### src/logic/clp_pkg.sv
// Constants and types shared by the current-limit PWM timing block
package clp_pkg;

  // ==========================================================
  // Clock and time base
  localparam int CLK_PERIOD_NS  = 25;
  localparam int TICK_NS        = 400;
  localparam int TICK_CYCLES    = (TICK_NS + CLK_PERIOD_NS - 1) / CLK_PERIOD_NS;
  localparam int PRE_W          = $clog2(TICK_CYCLES);

  // ==========================================================
  // Off-time and blank timing, in ticks of TICK_NS
  localparam int OFF_BASE_NS    = 20000;
  localparam int OFF_STEP_NS    = 1600;
  localparam int OFF_BASE_TICKS = OFF_BASE_NS / TICK_NS;
  localparam int OFF_STEP_TICKS = OFF_STEP_NS / TICK_NS;
  localparam int OFF_TICK_W     = 8;

  // ==========================================================
  // Field widths
  localparam int OFF_CODE_W     = 5;
  localparam int THR_CODE_W     = 4;
  localparam int BLANK_CODE_W   = 4;
  localparam int DUTY_W         = 8;
  localparam int DUTY_CNT_W     = 16;

  // ==========================================================
  // Reset values
  localparam logic [3:0] THR_RST   = 4'h0;
  localparam logic [7:0] DUTY_RST  = 8'h00;

  // ==========================================================
  // Recirculation select encodings
  localparam logic [1:0] RECIRC_AUTO = 2'h0;
  localparam logic [1:0] RECIRC_HIGH = 2'h1;
  localparam logic [1:0] RECIRC_LOW  = 2'h2;
  localparam logic [1:0] RECIRC_FAST = 2'h3;

  // ==========================================================
  // Control modes and bridge phase states
  typedef enum logic [1:0] {
    MODE_DIRECT   = 2'h0,
    MODE_INDIRECT = 2'h1,
    MODE_SPEED    = 2'h2,
    MODE_CURRENT  = 2'h3
  } clp_ctl_mode_type;

  typedef enum logic [1:0] {
    ST_IDLE  = 2'h0,
    ST_DRIVE = 2'h1,
    ST_OFF   = 2'h3
  } clp_state_type;

endpackage

### src/logic/clp_duty_if.sv
// Link between the timing core and the PWM duty meter
`timescale 1ns/1ps
interface clp_duty_if;
  logic       pwm_level;
  logic [7:0] duty_code;

  modport meter (
    input  pwm_level,
    output duty_code
  );
  modport user (
    output pwm_level,
    input  duty_code
  );
endinterface

### src/logic/clp_duty_meter.sv
// PWM input duty-cycle meter with 8-bit result
`timescale 1ns/1ps
module clp_duty_meter #(
  parameter int CNT_W = clp_pkg::DUTY_CNT_W
) (
  // Clock and reset
  input  wire logic   ref_clk_i,
  input  wire logic   rst_b_i,
  // Synchronised PWM level in, duty out
  clp_duty_if.meter   duty_bus
);

  logic             prev;
  logic [CNT_W-1:0] hi_cnt;
  logic [CNT_W-1:0] per_cnt;
  logic [CNT_W-1:0] per_lat;
  logic [CNT_W:0]   rem;
  logic [7:0]       quo;
  logic [3:0]       bits_left;
  logic [7:0]       duty;
  logic             next_prev;
  logic [CNT_W-1:0] next_hi_cnt;
  logic [CNT_W-1:0] next_per_cnt;
  logic [CNT_W-1:0] next_per_lat;
  logic [CNT_W:0]   next_rem;
  logic [7:0]       next_quo;
  logic [3:0]       next_bits_left;
  logic [7:0]       next_duty;

  // ==========================================================
  // Period capture and serial divide, one quotient bit a cycle
  always_comb begin
    logic [CNT_W:0] shifted;
    shifted        = '0;
    next_prev      = duty_bus.pwm_level;
    next_hi_cnt    = hi_cnt;
    next_per_cnt   = per_cnt;
    next_per_lat   = per_lat;
    next_rem       = rem;
    next_quo       = quo;
    next_bits_left = bits_left;
    next_duty      = duty;
    if (duty_bus.pwm_level && !prev) begin
      if (per_cnt != '0 && bits_left == 4'h0) begin
        next_per_lat   = per_cnt;
        next_rem       = {1'b0, hi_cnt};
        next_quo       = 8'h00;
        next_bits_left = 4'h8;
      end
      next_per_cnt = CNT_W'(1);
      next_hi_cnt  = CNT_W'(1);
    end else if (per_cnt == '1) begin
      // Stuck input: no edges means 0 % or 100 %
      next_duty    = duty_bus.pwm_level ? 8'hFF : 8'h00;
      next_per_cnt = '0;
      next_hi_cnt  = '0;
    end else begin
      next_per_cnt = per_cnt + CNT_W'(1);
      next_hi_cnt  = hi_cnt + CNT_W'(duty_bus.pwm_level);
    end
    if (bits_left != 4'h0) begin
      shifted = {rem[CNT_W-1:0], 1'b0};
      if (shifted >= {1'b0, per_lat}) begin
        next_rem = shifted - {1'b0, per_lat};
        next_quo = {quo[6:0], 1'b1};
      end else begin
        next_rem = shifted;
        next_quo = {quo[6:0], 1'b0};
      end
      next_bits_left = bits_left - 4'h1;
      if (bits_left == 4'h1) begin
        next_duty = next_quo;
      end
    end
  end

  always_ff @(posedge ref_clk_i) begin
    if (!rst_b_i) begin
      prev      <= 1'b0;
      hi_cnt    <= '0;
      per_cnt   <= '0;
      per_lat   <= '0;
      rem       <= '0;
      quo       <= 8'h00;
      bits_left <= 4'h0;
      duty      <= clp_pkg::DUTY_RST;
    end else begin
      prev      <= next_prev;
      hi_cnt    <= next_hi_cnt;
      per_cnt   <= next_per_cnt;
      per_lat   <= next_per_lat;
      rem       <= next_rem;
      quo       <= next_quo;
      bits_left <= next_bits_left;
      duty      <= next_duty;
    end
  end

  assign duty_bus.duty_code = duty;

endmodule

### src/logic/clp_current_limit.sv
// Bridge current-limit PWM timing: threshold, drive, off-time, blanking
//
// How it works
// - Closed-loop current mode: in current limit only the off-time sets the frequency.
// - Closed-loop current mode: threshold equals duty ratio times maximum threshold.
// - Duty measured to 8 bits; upper 4 bits replace the threshold code.
// - Other modes: threshold is (code+1) steps of 12.5 mV.
// - Each PWM cycle starts by switching the bridge into drive.
// - Comparator trip moves bridge to recirculation for the off-time.
// - Select 01 high-side slow, 10 low-side slow, 11 fast decay.
// - Select 00 default: slow decay, side chosen from back-emf direction.
// - Off-time is 20 us plus code times 1.6 us from the clock.
// - Indirect and speed modes: off-time value is the fixed period and off-time.
// - Comparator ignored for the blank time after drive turns on.
// - Blank time is code times 400 ns from the clock.
// - Same blank masks the drain-source monitors after each switching action.
// - Auto mode: falling emf low-side then high-side; rising the reverse.
// - Direct voltage mode: PWM input pin sets the bridge frequency.
`timescale 1ns/1ps
module clp_current_limit (
  // Clock and reset
  input  wire logic                        ref_clk_i,
  input  wire logic                        rst_b_i,
  // Configuration
  input  wire clp_pkg::clp_ctl_mode_type   control_mode_i,
  input  wire logic [4:0]                  off_time_code_i,
  input  wire logic [3:0]                  current_threshold_code_i,
  input  wire logic [1:0]                  recirculation_select_i,
  input  wire logic [3:0]                  blank_time_code_i,
  // Commutation controller
  input  wire logic                        bemf_falling_i,
  input  wire logic                        zero_cross_seen_i,
  // Pins
  input  wire logic                        pwm_in_i,
  input  wire logic                        sense_cmp_i,
  input  wire logic                        ds_monitor_i,
  // Threshold and bridge control
  output logic [3:0]                       current_limit_threshold_o,
  output logic                             drive_o,
  output logic                             recirc_high_side_o,
  output logic                             recirc_low_side_o,
  output logic                             fast_decay_o,
  output logic                             limit_active_o,
  output logic                             blank_o,
  output logic                             ds_fault_o
);

  clp_duty_if duty_bus ();

  logic                   pwm_m;
  logic                   pwm_s;
  logic                   cmp_m;
  logic                   cmp_s;
  logic                   ds_m;
  logic                   ds_s;
  clp_pkg::clp_state_type state;
  clp_pkg::clp_state_type next_state;
  logic [clp_pkg::PRE_W-1:0] pre;
  logic [clp_pkg::PRE_W-1:0] next_pre;
  logic [7:0]             off_cnt;
  logic [7:0]             next_off_cnt;
  logic [7:0]             per_cnt;
  logic [7:0]             next_per_cnt;
  logic [3:0]             blank_cnt;
  logic [3:0]             next_blank_cnt;
  logic [7:0]             off_load;
  logic                   tick;
  logic                   trip;
  logic                   fixed_mode;
  logic                   mode_cur;
  logic                   mode_dir;
  logic                   off_expire;
  logic                   per_expire;
  logic                   start_drive;
  logic                   switch_evt;
  logic                   next_hs;
  logic                   next_ls;
  logic                   next_fast;
  logic [3:0]             next_thr;

  // ==========================================================
  // Pin synchronisers
  always_ff @(posedge ref_clk_i) begin
    if (!rst_b_i) begin
      pwm_m <= 1'b0;
      pwm_s <= 1'b0;
      cmp_m <= 1'b0;
      cmp_s <= 1'b0;
      ds_m  <= 1'b0;
      ds_s  <= 1'b0;
    end else begin
      pwm_m <= pwm_in_i;
      pwm_s <= pwm_m;
      cmp_m <= sense_cmp_i;
      cmp_s <= cmp_m;
      ds_m  <= ds_monitor_i;
      ds_s  <= ds_m;
    end
  end

  assign duty_bus.pwm_level = pwm_s;

  clp_duty_meter #(
    .CNT_W (clp_pkg::DUTY_CNT_W)
  ) u_duty (
    .ref_clk_i (ref_clk_i),
    .rst_b_i   (rst_b_i),
    .duty_bus  (duty_bus.meter)
  );

  // ==========================================================
  // Mode decode and timing terms
  assign mode_cur   = control_mode_i == clp_pkg::MODE_CURRENT;
  assign mode_dir   = control_mode_i == clp_pkg::MODE_DIRECT;
  assign fixed_mode = control_mode_i == clp_pkg::MODE_INDIRECT ||
                      control_mode_i == clp_pkg::MODE_SPEED;
  assign tick       = pre == clp_pkg::PRE_W'(clp_pkg::TICK_CYCLES - 1);
  // Base 50 ticks, 4 ticks a step; code zero adds nothing
  assign off_load   = 8'(clp_pkg::OFF_BASE_TICKS +
                         clp_pkg::OFF_STEP_TICKS * int'(off_time_code_i));
  // Blanking gates the comparator only while driving; its length is software's duty
  assign trip       = state == clp_pkg::ST_DRIVE && cmp_s &&
                      blank_cnt == 4'h0;
  assign off_expire = tick && off_cnt == 8'h01;
  assign per_expire = tick && per_cnt == 8'h01;

  // ==========================================================
  // Bridge phase state machine
  always_comb begin
    next_state = state;
    case (state)
      clp_pkg::ST_IDLE: begin
        if (!mode_dir || pwm_s) begin
          next_state = clp_pkg::ST_DRIVE;
        end
      end
      clp_pkg::ST_DRIVE: begin
        if (trip) begin
          next_state = clp_pkg::ST_OFF;
        end else if (mode_dir && !pwm_s) begin
          next_state = clp_pkg::ST_IDLE;
        end
      end
      clp_pkg::ST_OFF: begin
        if (off_expire) begin
          next_state = (mode_dir && !pwm_s) ? clp_pkg::ST_IDLE :
                                              clp_pkg::ST_DRIVE;
        end
      end
      default: begin
        next_state = clp_pkg::ST_IDLE;
      end
    endcase
  end

  // Fixed-frequency modes restart drive at a period end reached while driving; the
  // current mode has no period, so only the off-time paces it
  assign start_drive = next_state == clp_pkg::ST_DRIVE &&
                       (state != clp_pkg::ST_DRIVE ||
                        (fixed_mode && per_expire));
  assign switch_evt  = next_state != state || start_drive;

  // ==========================================================
  // Prescaler, off-time, period and blank counters
  always_comb begin
    next_pre       = tick ? '0 : pre + clp_pkg::PRE_W'(1);
    next_off_cnt   = off_cnt;
    next_per_cnt   = per_cnt;
    next_blank_cnt = blank_cnt;
    if (tick && off_cnt != 8'h00) begin
      next_off_cnt = off_cnt - 8'h01;
    end
    if (tick && per_cnt != 8'h00) begin
      next_per_cnt = per_cnt - 8'h01;
    end
    if (tick && blank_cnt != 4'h0) begin
      next_blank_cnt = blank_cnt - 4'h1;
    end
    if (switch_evt) begin
      // Restarting the prescaler keeps each phase an exact tick count
      next_pre       = '0;
      next_blank_cnt = blank_time_code_i;
    end
    if (start_drive) begin
      next_per_cnt = off_load;
    end
    if (next_state == clp_pkg::ST_OFF && state != clp_pkg::ST_OFF) begin
      next_off_cnt = off_load;
    end
  end

  // ==========================================================
  // Recirculation path and threshold selection
  always_comb begin
    next_hs   = 1'b0;
    next_ls   = 1'b0;
    next_fast = 1'b0;
    case (recirculation_select_i)
      clp_pkg::RECIRC_HIGH: next_hs   = 1'b1;
      clp_pkg::RECIRC_LOW:  next_ls   = 1'b1;
      clp_pkg::RECIRC_FAST: next_fast = 1'b1;
      default: begin
        next_hs = bemf_falling_i ? zero_cross_seen_i : !zero_cross_seen_i;
        next_ls = !next_hs;
      end
    endcase
    if (next_state == clp_pkg::ST_DRIVE) begin
      next_hs   = 1'b0;
      next_ls   = 1'b0;
      next_fast = 1'b0;
    end
    // Duty high nibble picks (n+1)/16 of full scale
    next_thr = mode_cur ? duty_bus.duty_code[7:4] :
                          current_threshold_code_i;
  end

  always_ff @(posedge ref_clk_i) begin
    if (!rst_b_i) begin
      state                     <= clp_pkg::ST_IDLE;
      pre                       <= '0;
      off_cnt                   <= 8'h00;
      per_cnt                   <= 8'h00;
      blank_cnt                 <= 4'h0;
      current_limit_threshold_o <= clp_pkg::THR_RST;
      drive_o                   <= 1'b0;
      recirc_high_side_o        <= 1'b0;
      recirc_low_side_o         <= 1'b0;
      fast_decay_o              <= 1'b0;
      limit_active_o            <= 1'b0;
      blank_o                   <= 1'b0;
      ds_fault_o                <= 1'b0;
    end else begin
      state                     <= next_state;
      pre                       <= next_pre;
      off_cnt                   <= next_off_cnt;
      per_cnt                   <= next_per_cnt;
      blank_cnt                 <= next_blank_cnt;
      current_limit_threshold_o <= next_thr;
      drive_o                   <= next_state == clp_pkg::ST_DRIVE;
      recirc_high_side_o        <= next_hs;
      recirc_low_side_o         <= next_ls;
      fast_decay_o              <= next_fast;
      limit_active_o            <= next_state == clp_pkg::ST_OFF;
      blank_o                   <= next_blank_cnt != 4'h0;
      ds_fault_o                <= ds_s && next_blank_cnt == 4'h0;
    end
  end

  // ==========================================================
  // Checks
  logic [11:0] off_cyc;
  logic [7:0]  off_held;

  always_ff @(posedge ref_clk_i) begin
    if (!rst_b_i) begin
      off_cyc  <= 12'h000;
      off_held <= 8'h00;
    end else if (state != clp_pkg::ST_OFF) begin
      off_cyc  <= 12'h000;
      off_held <= off_load;
    end else begin
      off_cyc  <= off_cyc + 12'h001;
    end
  end
endmodule

### config.mk
export PLATFORM = sky130hd
export DESIGN_NAME = clp_current_limit
export DESIGN_NICKNAME = d
export VERILOG_FILES = /design/src/logic/clp_pkg.sv /design/src/logic/clp_duty_if.sv /design/src/logic/clp_duty_meter.sv /design/src/logic/clp_current_limit.sv
export SDC_FILE = /design/constraint.sdc
export NUM_CORES = 1
export LEC_CHECK = 0
export BUFFER_PORTS_ARGS = -buffer_cell sky130_fd_sc_hd__buf_2
export CORE_ASPECT_RATIO = 0.8
export CORE_MARGIN = 2
export CORE_UTILIZATION = 48
export CTS_BUF_LIST = sky130_fd_sc_hd__clkbuf_4
export CTS_CLUSTER_DIAMETER = 30
export DETAILED_ROUTE_END_ITERATION = 10
export GPL_ROUTABILITY_DRIVEN = 0
export PLACE_DENSITY = 0.73
export SKIP_LAST_GASP = 1
export SYNTH_ARGS = -nofsm -noshare
export SYNTH_HDL_FRONTEND = slang
export SYNTH_HIERARCHICAL = 1
export SYNTH_SLANG_ARGS = --single-unit
### constraint.sdc
create_clock -name ref_clk_i -period 5.8 [get_ports ref_clk_i]
set_input_delay 0 -clock ref_clk_i [delete_from_list [all_inputs] [get_ports ref_clk_i]]
set_output_delay 0 -clock ref_clk_i [all_outputs]
set_load 0.1 [all_outputs]
Word level (Yosys, flattened, before mapping)

Index checks and enable logic that the tools add are counted.

Flip-flop bits (word level): 127
Logic and storage cells: 140
Input port bits: 24

Reduce and logical (&&, ||, !) cells: 45
Equal/unequal tests: 18
Add/sub/neg operators: 9
Magnitude comparators: 1
Bitwise logic cells: 1
Multiplexer cells: 37

Operators with widths:

| operator                                                           | number |
|---|---|
| 8-bit two-way mux                                                  | 9 |
| 16-bit two-way mux                                                 | 4 |
| 4-bit two-way mux                                                  | 6 |
| 7-bit two-way mux                                                  | 3 |
| 17-bit by 16-bit >= comparator with 1-bit output                   | 1 |
| 16-bit by 1-bit adder with 16-bit output                           | 1 |
| 16-bit by 1-bit adder with 16-bit output, second input constant    | 1 |
| 16-bit == test, second input constant                              | 1 |
| 8-bit by 1-bit == test with 1-bit output, second input constant    | 2 |
| 16-bit nonzero test                                                | 1 |
| 8-bit nonzero test                                                 | 2 |
| 16-bit subtractor                                                  | 1 |
| 8-bit by 1-bit subtractor with 8-bit output, second input constant | 2 |
| 1-bit logical AND                                                  | 14 |
| 2-bit == test, second input constant                               | 6 |
| 4-bit logical NOT                                                  | 3 |
| 4-bit nonzero test                                                 | 3 |
| 6-bit by 7-bit adder with 8-bit output, first input constant       | 1 |
| 2-bit by 1-bit == test with 1-bit output, second input constant    | 4 |
| 1-bit two-way mux                                                  | 8 |
| 2-bit two-way mux                                                  | 4 |
| 2-bit nonzero test                                                 | 4 |
| 4-bit by 1-bit subtractor with 4-bit output, second input constant | 2 |
| 2-bit one-hot mux with 3 select lines                              | 1 |
| 14 further kinds                                                   | 27 |

Depth between registers and ports, before layout

Word-level depth: 11
Mapped depth: 10
Mapped depth without buffers: 9

Hierarchy

Netlist, hierarchy kept.

Modules (own cells, without submodules):

| module            | instances | area an instance (µm²) | cells an instance | sequential area each (µm²) |
|---|---|---|---|---|
| clp_duty_meter    | 1         | 4516.8                 | 571               | 1681.6 |
| clp_current_limit | 1         | 2139.6                 | 237               | 860.8 |

Worst setup path before layout

No wires, ideal clock.

Path kind: reg-to-reg
Start point: reg u_duty.per_lat[1]
End point: reg u_duty.rem[9]
Stages on the path, launching flop included: 10
Data arrival time: 2.083 ns
Setup slack: 3.595 ns
Required time: 5.678 ns
Cell sequence: dfxtp_1 -> inv_1 -> ha_1 -> nor2b_1 -> o2111ai_1 -> nand3b_1 -> o2111ai_1 -> a21oi_4 -> buf_6 -> o311a_1

Cells in the longest elaborated chain, start to end: 3

RTL lines:

| item                                                                                         | line                                       | source |
|---|---|---|
| from (decl)                                                                                  | clp_duty_meter.sv:16                       | `logic [CNT_W-1:0] per_lat;` |
| from (signal assigned)                                                                       | clp_duty_meter.sv:91                       | `per_lat <= next_per_lat;` |
| 16-bit subtractor / 17-bit by 16-bit >= comparator with 1-bit output (equally long branches) | clp_duty_meter.sv:64, clp_duty_meter.sv:63 |  |
| 16-bit two-way mux *                                                                         | clp_duty_meter.sv:63                       | `if (shifted >= {1'b0, per_lat}) begin` |
| 16-bit two-way mux *                                                                         | clp_duty_meter.sv:61                       | `if (bits_left != 4'h0) begin` |
| to (signal assigned)                                                                         | clp_duty_meter.sv:92                       | `rem <= next_rem;` |
| to (decl)                                                                                    | clp_duty_meter.sv:17                       | `logic [CNT_W:0] rem;` |

Every way passes the cells marked *; elsewhere a longest branch is shown, timed or not.
A chain may end at the register's enable or synchronous reset.

Worst setup path in the final report

Start point: reg blank_cnt[0]
End point: reg recirc_low_side_o

Cells in the longest elaborated chain, start to end: 6

RTL lines:

| item                                     | line                     | source |
|---|---|---|
| from (decl)                              | clp_current_limit.sv:64  | `logic [3:0] blank_cnt;` |
| from (signal assigned)                   | clp_current_limit.sv:237 | `blank_cnt <= next_blank_cnt;` |
| 4-bit logical NOT                        | clp_current_limit.sv:123 | `blank_cnt == 4'h0;` |
| 1-bit logical AND                        | clp_current_limit.sv:122 | `assign trip = state == clp_pkg::ST_DRIVE && cmp_s &&` |
| 2-bit two-way mux                        | clp_current_limit.sv:138 | `if (trip) begin` |
| 2-bit one-hot mux with 3 select lines    | clp_current_limit.sv:131 | `case (state)` |
| 2-bit by 1-bit == test with 1-bit output | clp_current_limit.sv:207 | `if (next_state == clp_pkg::ST_DRIVE) begin` |
| 2-bit OR reduction (no line)             | n/a                      |  |
| to (signal assigned)                     | clp_current_limit.sv:241 | `recirc_low_side_o <= next_ls;` |
| to (decl)                                | clp_current_limit.sv:41  | `output logic recirc_low_side_o,` |

Every way passes these cells.

==> results.md <==
- Status: complete, no violations
- Largest net degree at the start of global routing: 38
- Most common cell after layout, fill and taps aside: dfxtp_1
- Longest Clk Path Bufs: 2
- Required time worst endpoint: 6.29 ns
- Worst path slowest cell: dlygate4sd3_1
- GRT Total Usage: 0.211
- DR DRC count: 0
- Die Span X: 134 µm
- Yosys warns: 6
- Bufs and invs on worst path: 2
- Worst skew pair latency: 0.54 ns
- CTS tree: done
- HPWL Detailed: 10,300 µm
- Grt ovf: 0
- Cts bufs inserted: 17
- FMAX: 368 MHz
- Post-Syn Nets: 850
- Via count: 5,649
- Final Cycle Share: 0.468
- RSZ-0062 raised after global routing: false
- Crit path max fanout: 11
- Setup crit start kind: register
- Vias/cell: 5.47
- Max H-tree Level: 4
- Critical path cell sequence: inv_1 -> ha_1 -> nor3b_1 -> and3_1 -> a211o_2 -> nand2_1 -> a211oi_1 -> dlygate4sd3_1
- CP arrival: 3.21 ns
- Row cnt: 38
- IO buf count: 34
- Clock slew at reported path FFs: 0.11 ns
- Final Hold Fails: 0
- Average footprint of a synthesized cell: 8.23 µm²
- Mapped Cells: 792
- Global-route wire length before repair: 24,500 µm
- Setup_tns: 0 ns
- Initial Util: 0.486
- Layout cells sized above 1: 0.103
- Setup crit end kind: register
- Max_slew headroom: 0.345
- Clock root cell: clkbuf_4
- Worst-Margin Slew: 0.978 ns
- Drt total wl: 15,000 µm
- ANT nets after route: 0
- Fin worst setup slack: 3.09 ns
- CP max stage delay: 0.60 ns
- Routed len/inst: 14.5 µm
- Number of antenna violations at the first check in global routing: 0
- Fillers: 1,252
- Number of global-route vias before repair: 5,148
- CTS resizes: 0
- Final setup fails: 0
- Clock sinks: 123
- Post-CTS Setup Bufs: 0
- Core Region: 13,400 µm²
- Net count, final: 897
- Most frequent cells in the layout: 123 x dfxtp_1, 101 x nand2_1, 83 x nor2_1
- Peak supply drop: 180 µV
- Synth-to-layout area growth: 13.3%
- Slew Viols, Final: 0
- Mapped Area: 6520 µm²
- Final setup skew: 0.0168 ns
- Largest delay contributor family on the critical path: simple AND/OR/NAND/NOR gates
- Starting DRC count in detailed routing: 368
- WHS: 0.0479 ns
- Maxcap violations: 0
- Die height: 108 µm
- Drt pass-1 iters: 5
- Min cycle time layout: 2.71 ns
- Pwr Total: 0.00279 W
- Hold Buf Count CTS: 23
- Worst min path class: in -> reg
- Pleak: 2.82 nW
- Pre-CTS setup slack: 3.20 ns
- Power per Cell Area: 377 nW/µm²
- CP Class: reg -> reg
- Io pins: 35
- Ant diodes: 0
- Die area: 14,500 µm²
-- power by group --
group	leakage, nW	internal (W)	switching (W)	total, W
Clock	0.188	0.000387	0.000341	0.000727
Sequential	1.00	0.000914	0.0000579	0.000972
Combinational	1.63	0.000423	0.000664	0.00109
-- sequential cells by signal, summed over array words and instances, names as in the netlist, 2 cells and up --
register	flops
u_duty/quo	7
state	2
u_duty/rem	16
blank_cnt	4
per_cnt	8
u_duty/bits_left	4
u_duty/per_lat	16
off_cnt	8
pre	4
u_duty/duty_bus.duty_code	4
current_limit_threshold_o	4
u_duty/hi_cnt	16
u_duty/per_cnt	16
-- worst reg2reg max path: cells and delay by family (launching register included) --
family	cells	cell delay, ns
compound gates	2	0.48
fa+ha+maj	1	0.24
buf+inv	2	0.67
flops	1	0.35
simple gates	3	0.95
-- through the flow --
| stage | util | std cells | cell area, µm² |
|---|---|---|---|
| 2_1_floorplan | - | 792 | 6520 |
| 3_3_place_gp | 0.508 | 977 | 6810 |
| 3_5_place_dp | 0.508 | 977 | 6810 |
| 4_1_cts | 0.551 | 1032 | 7390 |
| 5_1_grt | 0.551 | 1032 | 7390 |
| 6_report | 0.551 | 1032 | 7390 |
-- per-layer routing --
layer  up-vias  routed length [µm]  global-route usage
met1      2628                7460               0.288
met5         -                   0                   0
met3        24                 512              0.0436
li1       2891                   -                   -
met2       106                6730               0.328
met4         0                 259              0.0835
-- path summary, 6_finish.rpt --
check | startpoint | endpoint | slack, ns | cells after the start
worst min register to register | ds_m | ds_s | 0.45 | 1
worst max-delay path | blank_cnt[0] | recirc_low_side_o | 3.09 | 8
worst min-delay path | control_mode_i[1] | current_limit_threshold_o[3] | 0.05 | 4
worst max register to register | blank_cnt[0] | recirc_low_side_o | 3.09 | 8
-- layout make-up --
cell class              instances  area (µm²)  share of cell area
well taps                     180         225              0.0305
multi-input cells             593        3750               0.508
clock inverters                15         221              0.0300
flip-flops and latches        123        2460               0.333
repair buffers                 63         445              0.0603
inverters                      41         154              0.0208
clock buffers                  17         128              0.0173
No activity file was read; power rests on OpenSTA's default activity.
